`config.mk`:
```
export PLATFORM = sky130hd
export DESIGN_NAME = tmw_core
export DESIGN_NICKNAME = d
export VERILOG_FILES = /design/src/core/tmw_pkg.sv /design/src/core/tmw_cmp_if.sv /design/src/core/tmw_core.sv /design/src/core/tmw_cmp_unit.sv
export SDC_FILE = /design/constraint.sdc
export NUM_CORES = 1
export LEC_CHECK = 0
export ABC_CLOCK_PERIOD_IN_PS = 3900
export BUFFER_PORTS_ARGS = -buffer_cell sky130_fd_sc_hd__buf_4
export CORE_UTILIZATION = 30
export DETAILED_ROUTE_END_ITERATION = 8
export SLEW_MARGIN = 10
export SYNTH_ARGS = -nofsm -noshare
export SYNTH_HDL_FRONTEND = slang
export SYNTH_SLANG_ARGS = --single-unit
export TNS_END_PERCENT = 20
```
`constraint.sdc`:
```
create_clock -name i_clock -period 3.9 [get_ports i_clock]
set_input_delay 0.195 -clock i_clock [delete_from_list [all_inputs] [get_ports i_clock]]
set_output_delay 0.195 -clock i_clock [all_outputs]
set_load 0.01 [all_outputs]
```
`src/core/tmw_pkg.sv`:
```
// Constants, field layout and types of the 8-bit timer waveform block.
// Assumes nothing of its surroundings; shared by every core file.
package tmw_pkg;

  // ---------------------------------------------------------------
  // Widths
  // ---------------------------------------------------------------
  localparam int unsigned TMW_DATA_W = 8;
  localparam int unsigned TMW_ADDR_W = 2;

  // ---------------------------------------------------------------
  // Register offsets
  // ---------------------------------------------------------------
  localparam logic [TMW_ADDR_W-1:0] TMW_ADDR_CTRL    = 2'h0;
  localparam logic [TMW_ADDR_W-1:0] TMW_ADDR_COUNT   = 2'h1;
  localparam logic [TMW_ADDR_W-1:0] TMW_ADDR_COMPARE = 2'h2;
  localparam logic [TMW_ADDR_W-1:0] TMW_ADDR_FLAGS   = 2'h3;

  // ---------------------------------------------------------------
  // Field positions
  // ---------------------------------------------------------------
  localparam int unsigned TMW_CTRL_WAVE_LO   = 0;
  localparam int unsigned TMW_CTRL_ACTION_LO = 2;
  localparam int unsigned TMW_CTRL_DIR_BIT   = 4;
  localparam int unsigned TMW_CTRL_PORT_BIT  = 5;
  localparam int unsigned TMW_CTRL_FORCE_BIT = 7;
  localparam int unsigned TMW_FLAG_OVF_BIT   = 0;
  localparam int unsigned TMW_FLAG_CMP_BIT   = 1;

  // ---------------------------------------------------------------
  // Waveform modes and output actions
  // ---------------------------------------------------------------
  localparam logic [1:0] TMW_WAVE_NORMAL = 2'h0;
  localparam logic [1:0] TMW_WAVE_PHASE  = 2'h1;
  localparam logic [1:0] TMW_WAVE_CLEAR  = 2'h2;
  localparam logic [1:0] TMW_WAVE_FAST   = 2'h3;
  localparam logic [1:0] TMW_ACT_NONE    = 2'h0;
  localparam logic [1:0] TMW_ACT_TOGGLE  = 2'h1;
  localparam logic [1:0] TMW_ACT_CLEAR   = 2'h2;
  localparam logic [1:0] TMW_ACT_SET     = 2'h3;

  // ---------------------------------------------------------------
  // Counter limits and reset values
  // ---------------------------------------------------------------
  localparam logic [TMW_DATA_W-1:0] TMW_COUNT_MAX    = 8'hff;
  localparam logic [TMW_DATA_W-1:0] TMW_COUNT_BOTTOM = 8'h00;
  localparam logic [TMW_DATA_W-1:0] TMW_RST_BYTE     = 8'h00;
  localparam logic [1:0]            TMW_RST_FIELD    = 2'h0;
  localparam logic                  TMW_RST_BIT      = 1'b0;

  // ---------------------------------------------------------------
  // State records
  // ---------------------------------------------------------------
  typedef struct packed {
    logic [TMW_DATA_W-1:0] buffer;
    logic [TMW_DATA_W-1:0] active;
  } tmw_cmp_state_type;

  typedef struct packed {
    logic [1:0]            wave;
    logic [1:0]            action;
    logic                  dir;
    logic                  port;
    logic [TMW_DATA_W-1:0] count;
    logic                  block;
    logic                  ovf;
    logic                  cmpf;
    logic                  ocs;
    logic [TMW_DATA_W-1:0] rdata;
    logic                  pin_out;
    logic                  pin_oe;
  } tmw_top_state_type;

endpackage

```
`src/core/tmw_cmp_if.sv`:
```
// Link between the timer core and its compare value unit.
// Assumes both ends run on the same clock.
`timescale 1ns/100ps
interface tmw_cmp_if;
  import tmw_pkg::*;
  logic                  tick;
  logic                  pwm;
  logic                  wr;
  logic [TMW_DATA_W-1:0] wdata;
  logic                  at_top;
  logic [TMW_DATA_W-1:0] count;
  logic                  block;
  logic [TMW_DATA_W-1:0] buffer;
  logic [TMW_DATA_W-1:0] active;
  logic                  match;

  modport core (
    output tick, pwm, wr, wdata, at_top, count, block,
    input  buffer, active, match
  );
  modport unit (
    input  tick, pwm, wr, wdata, at_top, count, block,
    output buffer, active, match
  );
endinterface

```
`src/core/tmw_core.sv`:
```
// Timer core: counter, flags, compare output state and pin override.
// Assumes i_tick is a one-cycle timer clock enable made elsewhere and
// that the register master keeps to the strobe protocol.
`timescale 1ns/100ps

module tmw_core (
  // Clock and reset
  input  wire logic                           i_clock,
  input  wire logic                           i_rst,
  // Timer clock enable
  input  wire logic                           i_tick,
  // Register port
  input  wire logic [tmw_pkg::TMW_ADDR_W-1:0] i_addr,
  input  wire logic [tmw_pkg::TMW_DATA_W-1:0] i_wdata,
  input  wire logic                           i_wr,
  input  wire logic                           i_rd,
  output logic      [tmw_pkg::TMW_DATA_W-1:0] o_rdata,
  // Output pin
  output logic                                o_pin_out,
  output logic                                o_pin_oe,
  // Status
  output logic                                o_compare_state,
  output logic                                o_overflow_flag,
  output logic                                o_compare_flag
);
  import tmw_pkg::*;

  // ---------------------------------------------------------------
  // Declarations
  // ---------------------------------------------------------------
  tmw_top_state_type s;
  tmw_top_state_type next_s;
  tmw_cmp_if         cif ();

  logic wr_ctrl;
  logic wr_count;
  logic wr_compare;
  logic wr_flags;
  logic at_max;
  logic pwm_mode;
  logic force_hit;
  logic set_ovf;
  logic set_cmp;

  // Applies a set, clear or toggle action to the output state
  function automatic logic apply_action(input logic [1:0] act,
                                        input logic       cur);
    logic res;
    res = cur;
    unique case (act)
      TMW_ACT_NONE:   res = cur;
      TMW_ACT_TOGGLE: res = !cur;
      TMW_ACT_CLEAR:  res = 1'b0;
      TMW_ACT_SET:    res = 1'b1;
    endcase
    return res;
  endfunction

  // ---------------------------------------------------------------
  // Compare value unit
  // ---------------------------------------------------------------
  tmw_cmp_unit u_cmp (
    .i_clock (i_clock),
    .i_rst   (i_rst),
    .cif     (cif)
  );

  // Count, block and pwm come from registered state; tick, wr and wdata come straight from the inputs
  assign cif.tick   = i_tick;
  assign cif.pwm    = pwm_mode;
  assign cif.wr     = wr_compare;
  assign cif.wdata  = i_wdata;
  assign cif.at_top = i_tick && at_max;
  assign cif.count  = s.count;
  assign cif.block  = s.block;

  // ---------------------------------------------------------------
  // Decode
  // ---------------------------------------------------------------
  // Only one strobe is high at a time, so no priority is needed
  assign wr_ctrl    = i_wr && (i_addr == TMW_ADDR_CTRL);
  assign wr_count   = i_wr && (i_addr == TMW_ADDR_COUNT);
  assign wr_compare = i_wr && (i_addr == TMW_ADDR_COMPARE);
  assign wr_flags   = i_wr && (i_addr == TMW_ADDR_FLAGS);
  assign at_max     = (s.count == TMW_COUNT_MAX);
  assign pwm_mode   = s.wave[0];

  // Force is honoured only when the newly written mode is non-PWM
  assign force_hit  = wr_ctrl && i_wdata[TMW_CTRL_FORCE_BIT]
                      && !i_wdata[TMW_CTRL_WAVE_LO];

  // Overflow on the step from max in every mode but TMW_WAVE_PHASE
  assign set_ovf    = i_tick && at_max
                      && (s.wave != TMW_WAVE_PHASE);
  // Counting sees the match one tick after the counter reached it
  assign set_cmp    = i_tick && cif.match;

  // ---------------------------------------------------------------
  // Next state
  // ---------------------------------------------------------------
  always_comb begin
    next_s = s;

    // Control fields; action mode acts from the next match on
    if (wr_ctrl) begin
      next_s.wave   = i_wdata[TMW_CTRL_WAVE_LO +: 2];
      next_s.action = i_wdata[TMW_CTRL_ACTION_LO +: 2];
      next_s.dir    = i_wdata[TMW_CTRL_DIR_BIT];
      next_s.port   = i_wdata[TMW_CTRL_PORT_BIT];
    end

    // Counter: sequence chosen by waveform mode and, in clear mode, the compare value
    if (i_tick) begin
      if (at_max) begin
        next_s.count = TMW_COUNT_BOTTOM;
      end else if ((s.wave == TMW_WAVE_CLEAR) && cif.match) begin
        next_s.count = TMW_COUNT_BOTTOM;
      end else begin
        next_s.count = s.count + 8'h01;
      end
    end

    // Match blocking lasts exactly one timer tick after a write
    if (wr_count) begin
      next_s.count = i_wdata;
      next_s.block = 1'b1;
    end else if (i_tick) begin
      next_s.block = 1'b0;
    end

    // Flags: a hardware set wins over a software clear
    next_s.ovf  = (s.ovf && !(wr_flags && i_wdata[TMW_FLAG_OVF_BIT]))
                  || set_ovf;
    next_s.cmpf = (s.cmpf && !(wr_flags && i_wdata[TMW_FLAG_CMP_BIT]))
                  || set_cmp;

    // Output state at timer ticks
    if (i_tick) begin
      unique case (s.wave)
        TMW_WAVE_NORMAL, TMW_WAVE_CLEAR: begin
          if (cif.match) begin
            next_s.ocs = apply_action(s.action, s.ocs);
          end
        end
        TMW_WAVE_FAST: begin
          if (s.action == TMW_ACT_TOGGLE) begin
            if (cif.match) begin
              next_s.ocs = !s.ocs;
            end
          end else if (s.action != TMW_ACT_NONE) begin
            // Bottom wins over a match at max: constant level
            if (at_max) begin
              next_s.ocs = (s.action == TMW_ACT_CLEAR);
            end else if (cif.match) begin
              next_s.ocs = (s.action == TMW_ACT_SET);
            end
          end
        end
        TMW_WAVE_PHASE: begin
          // Dual slope is not built; the output state simply holds
          next_s.ocs = s.ocs;
        end
      endcase
    end

    // Forced match: output only, no flag and no counter clear
    if (force_hit) begin
      next_s.ocs = apply_action(i_wdata[TMW_CTRL_ACTION_LO +: 2],
                                next_s.ocs);
    end

    // Read data stand only in the cycle after the read strobe
    next_s.rdata = TMW_RST_BYTE;
    if (i_rd) begin
      unique case (i_addr)
        TMW_ADDR_CTRL:    next_s.rdata = {2'h0, s.port, s.dir,
                                          s.action, s.wave};
        TMW_ADDR_COUNT:   next_s.rdata = s.count;
        TMW_ADDR_COMPARE: next_s.rdata = cif.buffer;
        TMW_ADDR_FLAGS:   next_s.rdata = {6'h00, s.cmpf, s.ovf};
      endcase
    end

    // Pin override depends on action bits only, not waveform mode
    next_s.pin_out = (next_s.action != TMW_ACT_NONE)
                     ? next_s.ocs : next_s.port;
    next_s.pin_oe  = next_s.dir;
  end

  // ---------------------------------------------------------------
  // State register
  // ---------------------------------------------------------------
  always_ff @(posedge i_clock) begin
    if (i_rst) begin
      s        <= '0;
      s.ocs    <= TMW_RST_BIT;
      s.wave   <= TMW_RST_FIELD;
      s.action <= TMW_RST_FIELD;
    end else begin
      s <= next_s;
    end
  end

  // ---------------------------------------------------------------
  // Outputs
  // ---------------------------------------------------------------
  // All taken straight from the state register
  assign o_rdata         = s.rdata;
  assign o_pin_out       = s.pin_out;
  assign o_pin_oe        = s.pin_oe;
  assign o_compare_state = s.ocs;
  assign o_overflow_flag = s.ovf;
  assign o_compare_flag  = s.cmpf;

endmodule

```
`src/core/tmw_cmp_unit.sv`:
```
// Compare value holder: write buffer, active value and comparator.
// Assumes the core drives count and block from its own registers.
`timescale 1ns/100ps
module tmw_cmp_unit (
  // Clock and reset
  input  wire logic  i_clock,
  input  wire logic  i_rst,
  // Link to the core
  tmw_cmp_if.unit    cif
);
  import tmw_pkg::*;

  tmw_cmp_state_type s;
  tmw_cmp_state_type next_s;

  // ---------------------------------------------------------------
  // Next state
  // ---------------------------------------------------------------
  // PWM modes defer the active value to top so no odd pulse appears
  always_comb begin
    next_s = s;
    if (cif.wr) begin
      next_s.buffer = cif.wdata;
    end
    if (cif.wr && !cif.pwm) begin
      next_s.active = cif.wdata;
    end else if (cif.pwm && cif.at_top) begin
      next_s.active = s.buffer;
    end
  end

  // ---------------------------------------------------------------
  // State register
  // ---------------------------------------------------------------
  always_ff @(posedge i_clock) begin
    if (i_rst) begin
      s <= '0;
    end else begin
      s <= next_s;
    end
  end

  // Comparator; a counter write masks one timer cycle of matches
  assign cif.match  = (cif.count == s.active) && !cif.block;
  assign cif.buffer = s.buffer;
  assign cif.active = s.active;

endmodule

```
# Word level (Yosys, flattened, before mapping)
# Index checks and enable logic that the tools add are counted.
# word_totals
elab_cells	88
inputBits	15
output_inout_bits	13
ff_bits	43
# op_classes
bitwise_logic	1
add_sub_neg	1
n_eq_ne	15
n_mux	22
n_reduce_logical	36
# ops
cell	count
$mux W8	6
$pmux W8 S4	1
$logic_and A1 B1 Y1	17
$eq A2 B2 Y1 const B	8
$mux W1	11
$add A8 B1 Y8 const B	1
$eq A2 B1 Y1 const B	4
$eq A8 B8 Y1	1
$eq A8 B8 Y1 const B	1
$logic_not A2 Y1	4
$pmux W1 S4	2
$reduce_bool A2 Y1	4
$logic_not A1 Y1	7
$mux W4	1
$reduce_or A2 Y1	2
$pmux W1 S3	1
$logic_or A1 B1 Y1	2
$ne A2 B1 Y1 const B	1
$not A1 Y1	1

# Logic depth before layout (Yosys ltp)
# Gate-level depths: netlist of run 1.
# logic_depth
ltp_word	12
depth_mapped	9

# Modules after synthesis
# From an unflattened synthesis of run 1, not the netlist that was laid out.
# hier_totals
hier_cells	247
area_unflattened_um2	2179.6
# by_module_without_submodules
module	instances	cells_each	seq_area_each_um2	area_each_um2
tmw_core	1	173	540.5	1473.9
tmw_cmp_unit	1	74	320.3	705.7

# Worst setup path before layout of run 1
# OpenSTA, ideal clock, no wires.
# synth_timing
path_kind	reg-to-reg
startpoint	reg s, in the netlist cif.count[5]
endpoint	reg s, in the netlist o_pin_out
setup_ns	0.120
arrival_time_ns	2.318
path_slack_ns	1.463
stages_incl_launch_ff	9
period_less_slack_ns	2.437
path_cell_list	dfxtp_1 > buf_6 > xor2_2 > or4b_4 > o41a_1 > or4_1 > o211ai_2 > mux2i_1 > o31a_1
# synth_via
elab_chain_len	12
elab_cells_between_ends	15
cone_classes	2 x eq/ne; 11 x mux; 2 x reduce/logical
# synth_rtl
element	line_no	text
from (decl)	tmw_core.sv:31	tmw_top_state_type s;
from (signal assigned)	tmw_core.sv:200	s <= next_s;
$eq A8 B8 Y1	tmw_cmp_unit.sv:44	assign cif.match = (cif.count == s.active) && !cif.block;
$logic_and A1 B1 Y1	tmw_cmp_unit.sv:44	
$mux W1	tmw_core.sv:154	end else if (cif.match) begin
$mux W1	tmw_core.sv:152	if (at_max) begin
$mux W1	tmw_core.sv:150	end else if (s.action != TMW_ACT_NONE) begin
$mux W1	tmw_core.sv:146	if (s.action == TMW_ACT_TOGGLE) begin
$pmux W1 S3 *	tmw_core.sv:139	unique case (s.wave)
$mux W1 *	tmw_core.sv:138	if (i_tick) begin
$logic_not A1 Y1	tmw_core.sv:52	TMW_ACT_TOGGLE: res = !cur;
$pmux W1 S4	tmw_core.sv:50	unique case (act)
$mux W1 *	tmw_core.sv:167	if (force_hit) begin
$mux W1 *	tmw_core.sv:186	? next_s.ocs : next_s.port;
# Every way passes the cells marked *; elsewhere a longest branch is shown, timed or not.
# A chain may end at the register's enable or synchronous reset.

# Worst setup path in the final report of run 1
# Ends and elaborated chain as after synthesis.

==> reports/results.ini, run 1 <==
[run_status]
status=complete, no violations

[clocking]
clock_latency_ns=0.30
htreeDepth=2
hold_buffers=0
cts_resized=0
tritoncts=yes
clockRootBuffer=clkbuf_8
clockBufferDepth=2
cts_sinks=43
post_cts_buffers=0
clk_pin_slew_ns=0.09
numCtsBuffers=5

[setup_path]
path_class=reg2reg
slowest_delay_ns=0.55
arrival_ns=2.80
critPathLaunchType=flip-flop
crit_chain=xor2_2 -> or4b_4 -> o41a_1 -> or4_1 -> o211ai_2 -> mux2i_1 -> o31a_1
crit_required_ns=4.10
timing.rr.start=cif.count[5]
rr_worst_depth=7
cp_max_fo=9
slowest_stage=or4b_4
critPathCaptureType=flip-flop
crit_path_start=cif.count[5]

[worst_hold_path]
hold_depth=3
min_path_type=in2reg
hold_start=i_wdata[6]

[power]
power_frac_comb_pct=15.6
power.internal_w=0.000642
netSwitchingFraction_pct=29.4
ir_drop_mv=0.171
seq_power_share_pct=52.3
powerDensity_nw_per_um2=354
p_sw_w=0.000267
p_leak_nw=0.950
p_clk_share_pct=32.0

[sta]
min_period_ns=2.60
relSlewSlack_pct=58.6
rsz0062_at_grt=no
setup_viol=0
drv_slew=0
fin_crit_sh_pct=66.7
worst_clock_skew_ns=0.00459
clock.fmax_mhz=384
hold_viol=0
tightest_slew_ns=0.618
worst_slack_ns=1.30
finalSetupTns_ns=0

[logic_synthesis]
synth_area_leaders=dfxtp_1 38%, nor2_1 6.1%, nand2_1 4.6%
ys_seq_elements=43
synthArstFlopShare_pct=0
synth_top_area_share_pct=38.0
synth.distinct_cells=52
yosysWarnings=0
avgSynthCellArea_sq_um=8.16
postSynthCellCount=278
yosys.area.top_type=dfxtp_1
synth_seq_area_share_pct=38.0
synth-main-ff-cell=dfxtp_1
synth_area_sq_um=2270
syn_nets=294
synth_edf_count=0

[floorplanning]
die_h_um=88.9
dieArea_sq_um=7910
boundaryPins=28
start_util_pct=31.1
die_w_um=88.9
num_rows=31
core_region_area_sq_um=7290

[placed_design]
place_congestion=0.916
post-place-ws_ns=1.33
portBuffers=27
dp_hpwl_um=4420

[routing]
drt_iter0_markers=249
drc_errors=0
vias=2083
wire_per_inst_um=15.9
dr.pass1.iters=5
wirelength_um=6170
via_per_inst=5.35
ant_nets=0

[layout]
syn2layout_area_growth_pct=13.2
insertedDiodeCount=0
regArea_sq_um=861
drive_gt1_share_pct=16.6
nFillCells=796
multi_input_area_sq_um=1250
layout.nets=305

[global_routing]
grt_pass1_vias=1949
grt.total_usage_pct=17.2
antenna_found_initial=0
overflow=0
grt_pass1_wl_um=10200
grt_max_degree=39

[job]
drv_cap=0

metrics by stage:
stage                     power, W  instance area (sq um)  util (%)  cells  hold slack, ns
after floorplan           0.000576                   2270         -    278           0.331
after global placement    0.000625                   2480      34.0    381           0.457
after detailed placement  0.000626                   2480      34.0    381           0.463
after CTS                 0.000913                   2570      35.2    389           0.161
after global routing      0.000955                   2570      35.2    389           0.161
final                     0.000909                   2570      35.2    389           0.169
worst max-delay path, delay by kind of cell (launching register included):
| family | cells | cell delay, ns |
|---|---|---|
| DFF | 1 | 0.51 |
| muxes | 1 | 0.11 |
| xor gates and xnor gates | 1 | 0.12 |
| and+or+nand+nor | 2 | 0.98 |
| AOI/OAI and AO/OA | 3 | 0.79 |
layout make-up:
cell class / instances / share of cell area, %
flip-flops and latches: 43 / 33.5
inverters: 6 / 0.878
clock inverters: 2 / 0.488
clock buffers: 6 / 2.83
repair buffers: 30 / 8.78
multi-input cells: 203 / 48.7
well taps: 99 / 4.83
layout by cell type (no fill, tap or decap), types with 2 or more instances in the layout:
cell type	Yosys	layout
nor4_1	4	4
xor2_1	6	6
dfxtp_1	43	43
a21oi_1	20	20
a221oi_1	2	2
nand3_1	11	11
mux2i_1	10	10
clkbuf_8	0	5
buf_4	8	30
a22oi_1	3	3
nand2b_1	3	3
and3_1	4	4
or4_1	2	2
nand2_1	28	28
a32oi_1	3	3
a311oi_1	9	9
nand3b_1	2	2
o21ai_0	18	18
nor2b_1	6	6
nor2_1	37	37
and2_1	2	2
nor3_1	3	3
inv_1	6	6
mux4_2	2	2
nand4_1	2	2
a31oi_1	2	2
power groups by stage:
stage                     registers, W  clock network [W]  logic [W]
after detailed placement      0.000486                  0   0.000141
after floorplan               0.000481                  0  0.0000956
after global routing          0.000478           0.000319   0.000157
after CTS                     0.000475           0.000296   0.000141
final                         0.000476           0.000291   0.000142
after global placement        0.000486                  0   0.000139
Yosys cell counts (2+ instances only):
library cell	number
nand4_1	2
nor3_1	3
a221oi_1	2
nand3_1	11
and3_1	4
nor2_1	37
nor4_1	4
a32oi_1	3
inv_1	6
or4_1	2
a31oi_1	2
buf_4	8
o21ai_0	18
nand2b_1	3
nor2b_1	6
dfxtp_1	43
a22oi_1	3
clkbuf_1	14
nand2_1	28
xor2_1	6
mux4_2	2
nand3b_1	2
a21oi_1	20
buf_1	3
and2_1	2
mux2i_1	10
a311oi_1	9
flip-flops by register name, indices dropped and copies added (netlist names):
register,count
o_pin_oe,1
o_compare_state,1
cif.block,1
s,4
o_compare_flag,1
u_cmp.cif.buffer,8
o_pin_out,1
cif.count,8
o_overflow_flag,1
cif.pwm,1
o_rdata,8
u_cmp.cif.active,8
final timing paths:
path	end	slack [ns]
worst max-delay path	o_pin_out	1.30
worst min register to register	u_cmp.cif.buffer[5]	0.47
worst min-delay path	u_cmp.cif.buffer[6]	0.17
worst max register to register	o_pin_out	1.30
routing by layer:
metal	global-route usage, %	part of all wire, %
met5	0	0
met4	6.06	2.4
met3	3.60	5.9
met2	26.5	47
met1	24.0	45
cell families after synthesis:
| kind of cell | count (synthesis) | synth area share, % |
|---|---|---|
| simple gates | 116 | 25.4 |
| compound gates | 65 | 18.8 |
| flops | 43 | 38.0 |
| buf+inv | 32 | 6.95 |
| mux | 13 | 6.90 |
| xor+xnor | 8 | 3.42 |
| fa+ha+maj | 1 | 0.552 |
Power figures use the tool's default switching activity.
==> run 2: changes to the inputs <==
--- a/config.mk
+++ b/config.mk
@@ -5,7 +5,7 @@
 export SDC_FILE = /design/constraint.sdc
 export NUM_CORES = 1
 export LEC_CHECK = 0
-export ABC_CLOCK_PERIOD_IN_PS = 3900
+export ABC_CLOCK_PERIOD_IN_PS = 2400
 export BUFFER_PORTS_ARGS = -buffer_cell sky130_fd_sc_hd__buf_4
 export CORE_UTILIZATION = 30
 export DETAILED_ROUTE_END_ITERATION = 8
==> constraint.sdc (replaced) <==
create_clock -name i_clock -period 2.4 [get_ports i_clock]
set_input_delay 0.12 -clock i_clock [delete_from_list [all_inputs] [get_ports i_clock]]
set_output_delay 0.12 -clock i_clock [all_outputs]
set_load 0.01 [all_outputs]
==> run 2 against run 1 <==
Die area stayed put. Routed wire length grew 4.6%. Critical path depth is 1 higher. Core utilization is 2.6 points higher. Setup slack worse by 1.3 ns. Power is 66% higher. Non-clock buffer count is 20 higher. Worst hold slack worse by 0.072 ns. Sequential power is 61% higher. Critical path type unchanged. Critical endpoint unchanged. Largest cell class unchanged.
==> reports/results.ini, run 2 (synthesis gave the netlist of run 1 again) <==
[floorplanning]
boundaryPins=28  ; unchanged
dieArea_sq_um=7910  ; unchanged
die_h_um=88.9  ; unchanged
die_w_um=88.9  ; unchanged
start_util_pct=31.1  ; unchanged
num_rows=31  ; unchanged
core_region_area_sq_um=7290  ; unchanged

[setup_path]
cp_max_fo=5  ; -4
crit_required_ns=2.60  ; -1.50 ns
critPathCaptureType=flip-flop
crit_chain=ha_1 -> and4_1 -> and2_1 -> or4b_1 -> o21ai_2 -> o211ai_2 -> and3b_2 -> o31a_1
crit_buf_inv=0  ; unchanged
r2r_end=o_pin_out
critPathLaunchType=flip-flop
slowest_stage=or4b_1
arrival_ns=2.56  ; -0.24 ns
slowest_delay_ns=0.51  ; -0.04 ns
timing.rr.start=cif.count[1]
crit_family=simple AND/OR/NAND/NOR gates
rr_worst_depth=8  ; +1
path_class=reg2reg
rrSetupSlack_ns=0.04  ; -1.26 ns

[worst_hold_path]
hold_start=i_wdata[6]
hold_end=u_cmp.cif.buffer[6]
min_path_type=in2reg
hold_depth=3  ; unchanged

[routing]
drt_iter0_markers=176  ; -29%
ant_nets=0  ; unchanged
via_per_inst=5.28  ; -1.4%
dr.pass1.iters=4  ; -1
drc_errors=0  ; unchanged
wirelength_um=6450  ; +4.6%
wire_per_inst_um=15.8  ; -0.54%
vias=2160  ; +3.7%

[sta]
setup_viol=0  ; unchanged
hold_viol=0  ; unchanged
clock.fmax_mhz=423  ; +10%
worst_slack_ns=0.0382  ; -1.26 ns
worst_clock_skew_ns=0.00850  ; +0.00391 ns
fin_crit_sh_pct=98.4  ; +32 points
rsz0062_at_grt=yes
drv_slew=0  ; unchanged
min_period_ns=2.36  ; -0.241 ns
tightest_slew_ns=0.467  ; -0.152 ns
relSlewSlack_pct=68.8  ; +10 points

[run_status]
status=complete, no violations

[clocking]
numCtsBuffers=5  ; unchanged
post_cts_buffers=0  ; unchanged
hold_buffers=0  ; unchanged
tritoncts=yes
cts_sinks=43  ; unchanged
clockBufferDepth=2  ; unchanged
clock_latency_ns=0.30  ; about the same
htreeDepth=2  ; unchanged
clockRootBuffer=clkbuf_8
clk_pin_slew_ns=0.09  ; about the same

[global_routing]
grt_pass1_vias=1985  ; +1.8%
overflow=0  ; unchanged
antenna_found_initial=0  ; unchanged
grt.total_usage_pct=17.0  ; -0.20 points
grt-busiest-layer=met2
grtUsageMet3_pct=3.79  ; +0.18 points
use_met1_pct=21.5  ; -2.5 points
grt_max_degree=39  ; unchanged
grt_pass1_wl_um=9830  ; -3.6%
gr-usage-met2_pct=27.1  ; +0.63 points

[power]
p_clk_share_pct=30.5  ; -1.5 points
powerDensity_nw_per_um2=548  ; +55%
netSwitchingFraction_pct=29.0  ; -0.38 points
finalPower_w=0.00151  ; +66%
p_leak_nw=1.07  ; +12%
power_frac_comb_pct=18.7  ; +3.1 points
p_sw_w=0.000438  ; +64%
ir_drop_mv=0.307  ; +80%
seq_power_share_pct=50.8  ; -1.5 points
power.internal_w=0.00107  ; +67%

[placed_design]
post-place-ws_ns=-0.0323  ; -1.36 ns
place_congestion=0.864  ; -5.6%
dp_hpwl_um=4600  ; +3.9%
portBuffers=27  ; unchanged

[layout]
insertedDiodeCount=0  ; unchanged
layout_common_cells=50 x buf_4, 41 x dfxtp_1, 37 x nor2_1
drive_gt1_share_pct=24.5  ; +8.0 points
layout_commonest_cell=buf_4
syn2layout_area_growth_pct=21.6
layout.nets=325  ; +6.6%
nFillCells=799  ; +0.38%

[job]
drv_cap=0  ; unchanged

==> run 2: cell types whose count changed in the layout (fill, tap and decap cells not counted), sizes merged <==
| cell | before | now |
|---|---|---|
| buf | 30 | 50 |
==> run 2: how the worst max path moves through the flow <==
stage                     slack (ns)        end  cells after the start           startpoint
final                           0.04  o_pin_out                      8         cif.count[1]
after detailed placement       -0.03  o_pin_out                      7         cif.count[0]
after floorplan                 0.01  o_pin_out                      8         cif.count[5]
after global placement         0.007  o_pin_out                      7  u_cmp.cif.active[6]
after CTS                       0.02  o_pin_out                      8         cif.count[0]
after global routing           -0.06  o_pin_out                      8         cif.count[1]
==> run 2: through the flow <==
step	instance area [sq um]	hold slack [ns]	setup TNS [ns]	utilization, %	cells
after floorplan	2270	0.256	0	-	278
final	2760	0.0967	0	37.8	409
after CTS	2730	0.0903	0	37.4	409
after detailed placement	2640	0.399	-0.0542	36.1	401
after global placement	2640	0.395	0	36.1	401
after global routing	2760	0.0811	-0.0840	37.8	409
==> run 2: power by group through the flow <==
stage / Sequential, W / Combinational (W) / Clock, W
finish: 0.000767 / 0.000283 / 0.000460
global route: 0.000772 / 0.000306 / 0.000498
CTS: 0.000767 / 0.000271 / 0.000473
detailed placement: 0.000783 / 0.000268 / 0
global placement: 0.000781 / 0.000267 / 0
floorplan: 0.000781 / 0.000158 / 0
==> run 2: layout make-up <==
cell class / count / area [sq um] / area share (%)
inverters: 6 / 22.5 / 0.817
repair buffers: 50 / 375 / 13.6
multi-input cells: 203 / 1290 / 46.7
flip-flops and latches: 43 / 863 / 31.3
clock inverters: 2 / 12.5 / 0.454
well taps: 99 / 124 / 4.49
clock buffers: 6 / 72.6 / 2.63
==> run 2: tightest hold or removal path, delay by kind of cell <==
family | cells | cell delay (ns)
AO/OA/AOI/OAI | 1 | 0.05
AND/OR/NAND/NOR | 1 | 0.06
buffers and inverters | 1 | 0.12
==> run 2: timing repair <==
item,CTS,global route
setup endpoints to repair,2,9
resized for setup,2,7
pin swaps,1,3
==> run 2: metal layers <==
| layer | routed length (um) | vias to the layer above |
|---|---|---|
| met4 | 197 | 0 |
| met1 | 2810 | 1015 |
| met2 | 2990 | 81 |
| met5 | 0 | - |
| li1 | - | 1048 |
| met3 | 453 | 16 |
==> run 3: changes to the inputs <==
--- a/config.mk
+++ b/config.mk
@@ -5,7 +5,7 @@
 export SDC_FILE = /design/constraint.sdc
 export NUM_CORES = 1
 export LEC_CHECK = 0
-export ABC_CLOCK_PERIOD_IN_PS = 2400
+export ABC_CLOCK_PERIOD_IN_PS = 2500
 export BUFFER_PORTS_ARGS = -buffer_cell sky130_fd_sc_hd__buf_4
 export CORE_UTILIZATION = 30
 export DETAILED_ROUTE_END_ITERATION = 8
==> constraint.sdc (replaced) <==
create_clock -name i_clock -period 2.5 [get_ports i_clock]
set_input_delay 0.125 -clock i_clock [delete_from_list [all_inputs] [get_ports i_clock]]
set_output_delay 0.125 -clock i_clock [all_outputs]
set_load 0.01 [all_outputs]
==> run 3 against run 2 <==
Die area unchanged. Clock skew decreased by 0.0016 ns. Clock-buffer cell count unchanged. Sequential power decreased by 4.3%. Critical path depth decreased by 1. Flip-flop and latch count unchanged. Largest cell class unchanged.
==> reports/results.ini, run 3 (synthesis gave the netlist of run 1 again) <==
[setup_path]
crit_required_ns=2.70  ; +0.10 ns
arrival_ns=2.65  ; +0.09 ns
cp_max_fo=3  ; -2
critPathLaunchType=flip-flop
critPathCaptureType=flip-flop
path_class=reg2reg

[global_routing]
overflow=0  ; unchanged
grtUsageMet3_pct=3.23  ; -0.55 points
grt_pass1_vias=2012  ; +1.4%
gr-usage-met2_pct=27.1  ; unchanged
use_met1_pct=24.2  ; +2.6 points
grt_max_degree=39  ; unchanged
antenna_found_initial=0  ; unchanged
grt-busiest-layer=met2
grt.total_usage_pct=17.3  ; +0.23 points
grt_pass1_wl_um=10200  ; +4.0%

[layout]
layout_common_cells=47 x buf_4, 41 x dfxtp_1, 37 x nor2_1
layout_commonest_cell=buf_4
final_area_sq_um=2710  ; -1.9%
syn2layout_area_growth_pct=19.3
stdcell_count=406  ; -0.73%
layout.nets=322  ; -0.92%
drive_gt1_share_pct=22.1  ; -2.4 points
insertedDiodeCount=0  ; unchanged

[routing]
drt_iter0_markers=241  ; +37%
vias=2143  ; -0.79%
wire_per_inst_um=15.7  ; -0.43%
drc_errors=0  ; unchanged
dr.pass1.iters=5  ; +1
ant_nets=0  ; unchanged
wirelength_um=6380  ; -1.2%
via_per_inst=5.28  ; about the same

[floorplanning]
boundaryPins=28  ; unchanged
die_w_um=88.9  ; unchanged
die_h_um=88.9  ; unchanged
num_rows=31  ; unchanged
dieArea_sq_um=7910  ; unchanged
core_region_area_sq_um=7290  ; unchanged
start_util_pct=31.1  ; unchanged

[sta]
hold_viol=0  ; unchanged
setup_viol=0  ; unchanged
fin_crit_sh_pct=98.2  ; -0.20 points
rsz0062_at_grt=yes
worst_clock_skew_ns=0.00693  ; -0.00157 ns
drv_slew=0  ; unchanged
tightest_slew_ns=0.448  ; -0.0183 ns
hold_ws_ns=0.109  ; +0.0120 ns
relSlewSlack_pct=69.8  ; +1.1 points
finalSetupTns_ns=0  ; unchanged
clock.fmax_mhz=407  ; -3.8%
min_period_ns=2.46  ; +0.0934 ns

[placed_design]
placed_cells=396  ; -1.2%
placed_area_sq_um=2590  ; -1.6%
portBuffers=27  ; unchanged
place_congestion=0.875  ; +1.3%
dp_hpwl_um=4640  ; +0.96%

[clocking]
htreeDepth=2  ; unchanged
clock_latency_ns=0.30  ; about the same
cts_sinks=43  ; unchanged
numCtsBuffers=5  ; unchanged
clockBufferDepth=2  ; unchanged
tritoncts=yes
clockRootBuffer=clkbuf_8
clk_pin_slew_ns=0.09  ; about the same

[power]
finalPower_w=0.00144  ; -4.7%
ir_drop_mv=0.260  ; -15%
powerDensity_nw_per_um2=532  ; -2.8%
p_leak_nw=1.04  ; -2.7%

[run_status]
status=complete, no violations

[job]
drv_cap=0  ; unchanged

[worst_hold_path]
min_path_type=in2reg

-- run 3: cell count changes in the layout (fill, tap and decap cells not counted), sizes merged --
| cell | before | now |
|---|---|---|
| buf | 50 | 47 |
-- run 3: worst max-delay path, stage by stage (launching register included) --
cell and delay (ns):
dfxtp_2 0.34, xor2_2 0.17, or4b_4 0.56, o41a_1 0.32, or4_1 0.52, o211ai_2 0.09, mux2i_1 0.11, o31a_1 0.24
-- run 3: through the flow --
stage	setup WS (ns)	utilization [%]
after global routing	-0.00858	37.1
after detailed placement	0.0303	35.6
after global placement	0.0671	35.6
after CTS	0.0174	36.7
final	0.0448	37.1
after floorplan	0.0626	-
-- run 3: path summary, 6_finish.rpt --
kind | depth (start not counted) | to | slack [ns] | start
max | 7 | o_pin_out | 0.04 | cif.count[5]
min | 3 | u_cmp.cif.buffer[6] | 0.11 | i_wdata[6]
max reg2reg | 7 | o_pin_out | 0.04 | cif.count[5]
min reg2reg | 2 | u_cmp.cif.buffer[0] | 0.47 | u_cmp.cif.buffer[0]
-- run 3: layout make-up --
type                       count  area, sq um
clock buffer                   6         72.6
clock inverter                 2         12.5
fill                         787         4590
inverter                       6         22.5
multi-input combinational    203         1260
sequential                    43          863
tap                           99          124
timing repair buffer          47          353
-- run 3: what timing repair did --
item                                    in CTS  in global routing
hold buffers                                 0                  0
buffers inserted                             0                  2
endpoints found under the setup margin       0                  3
gates resized for setup                      0                  5
-- run 3: per-layer routing --
layer  vias up  wire, um
met5         -         0
met4         0       130
li1       1046         -
met1      1008      2960
met3        11       396
met2        78      2890
-- run 3: power breakdown --
| group | internal, W | switching [W] |
|---|---|---|
| sequential | 0.000713 | 0.0000208 |
| combinational | 0.000118 | 0.000145 |
| clock | 0.000196 | 0.000248 |
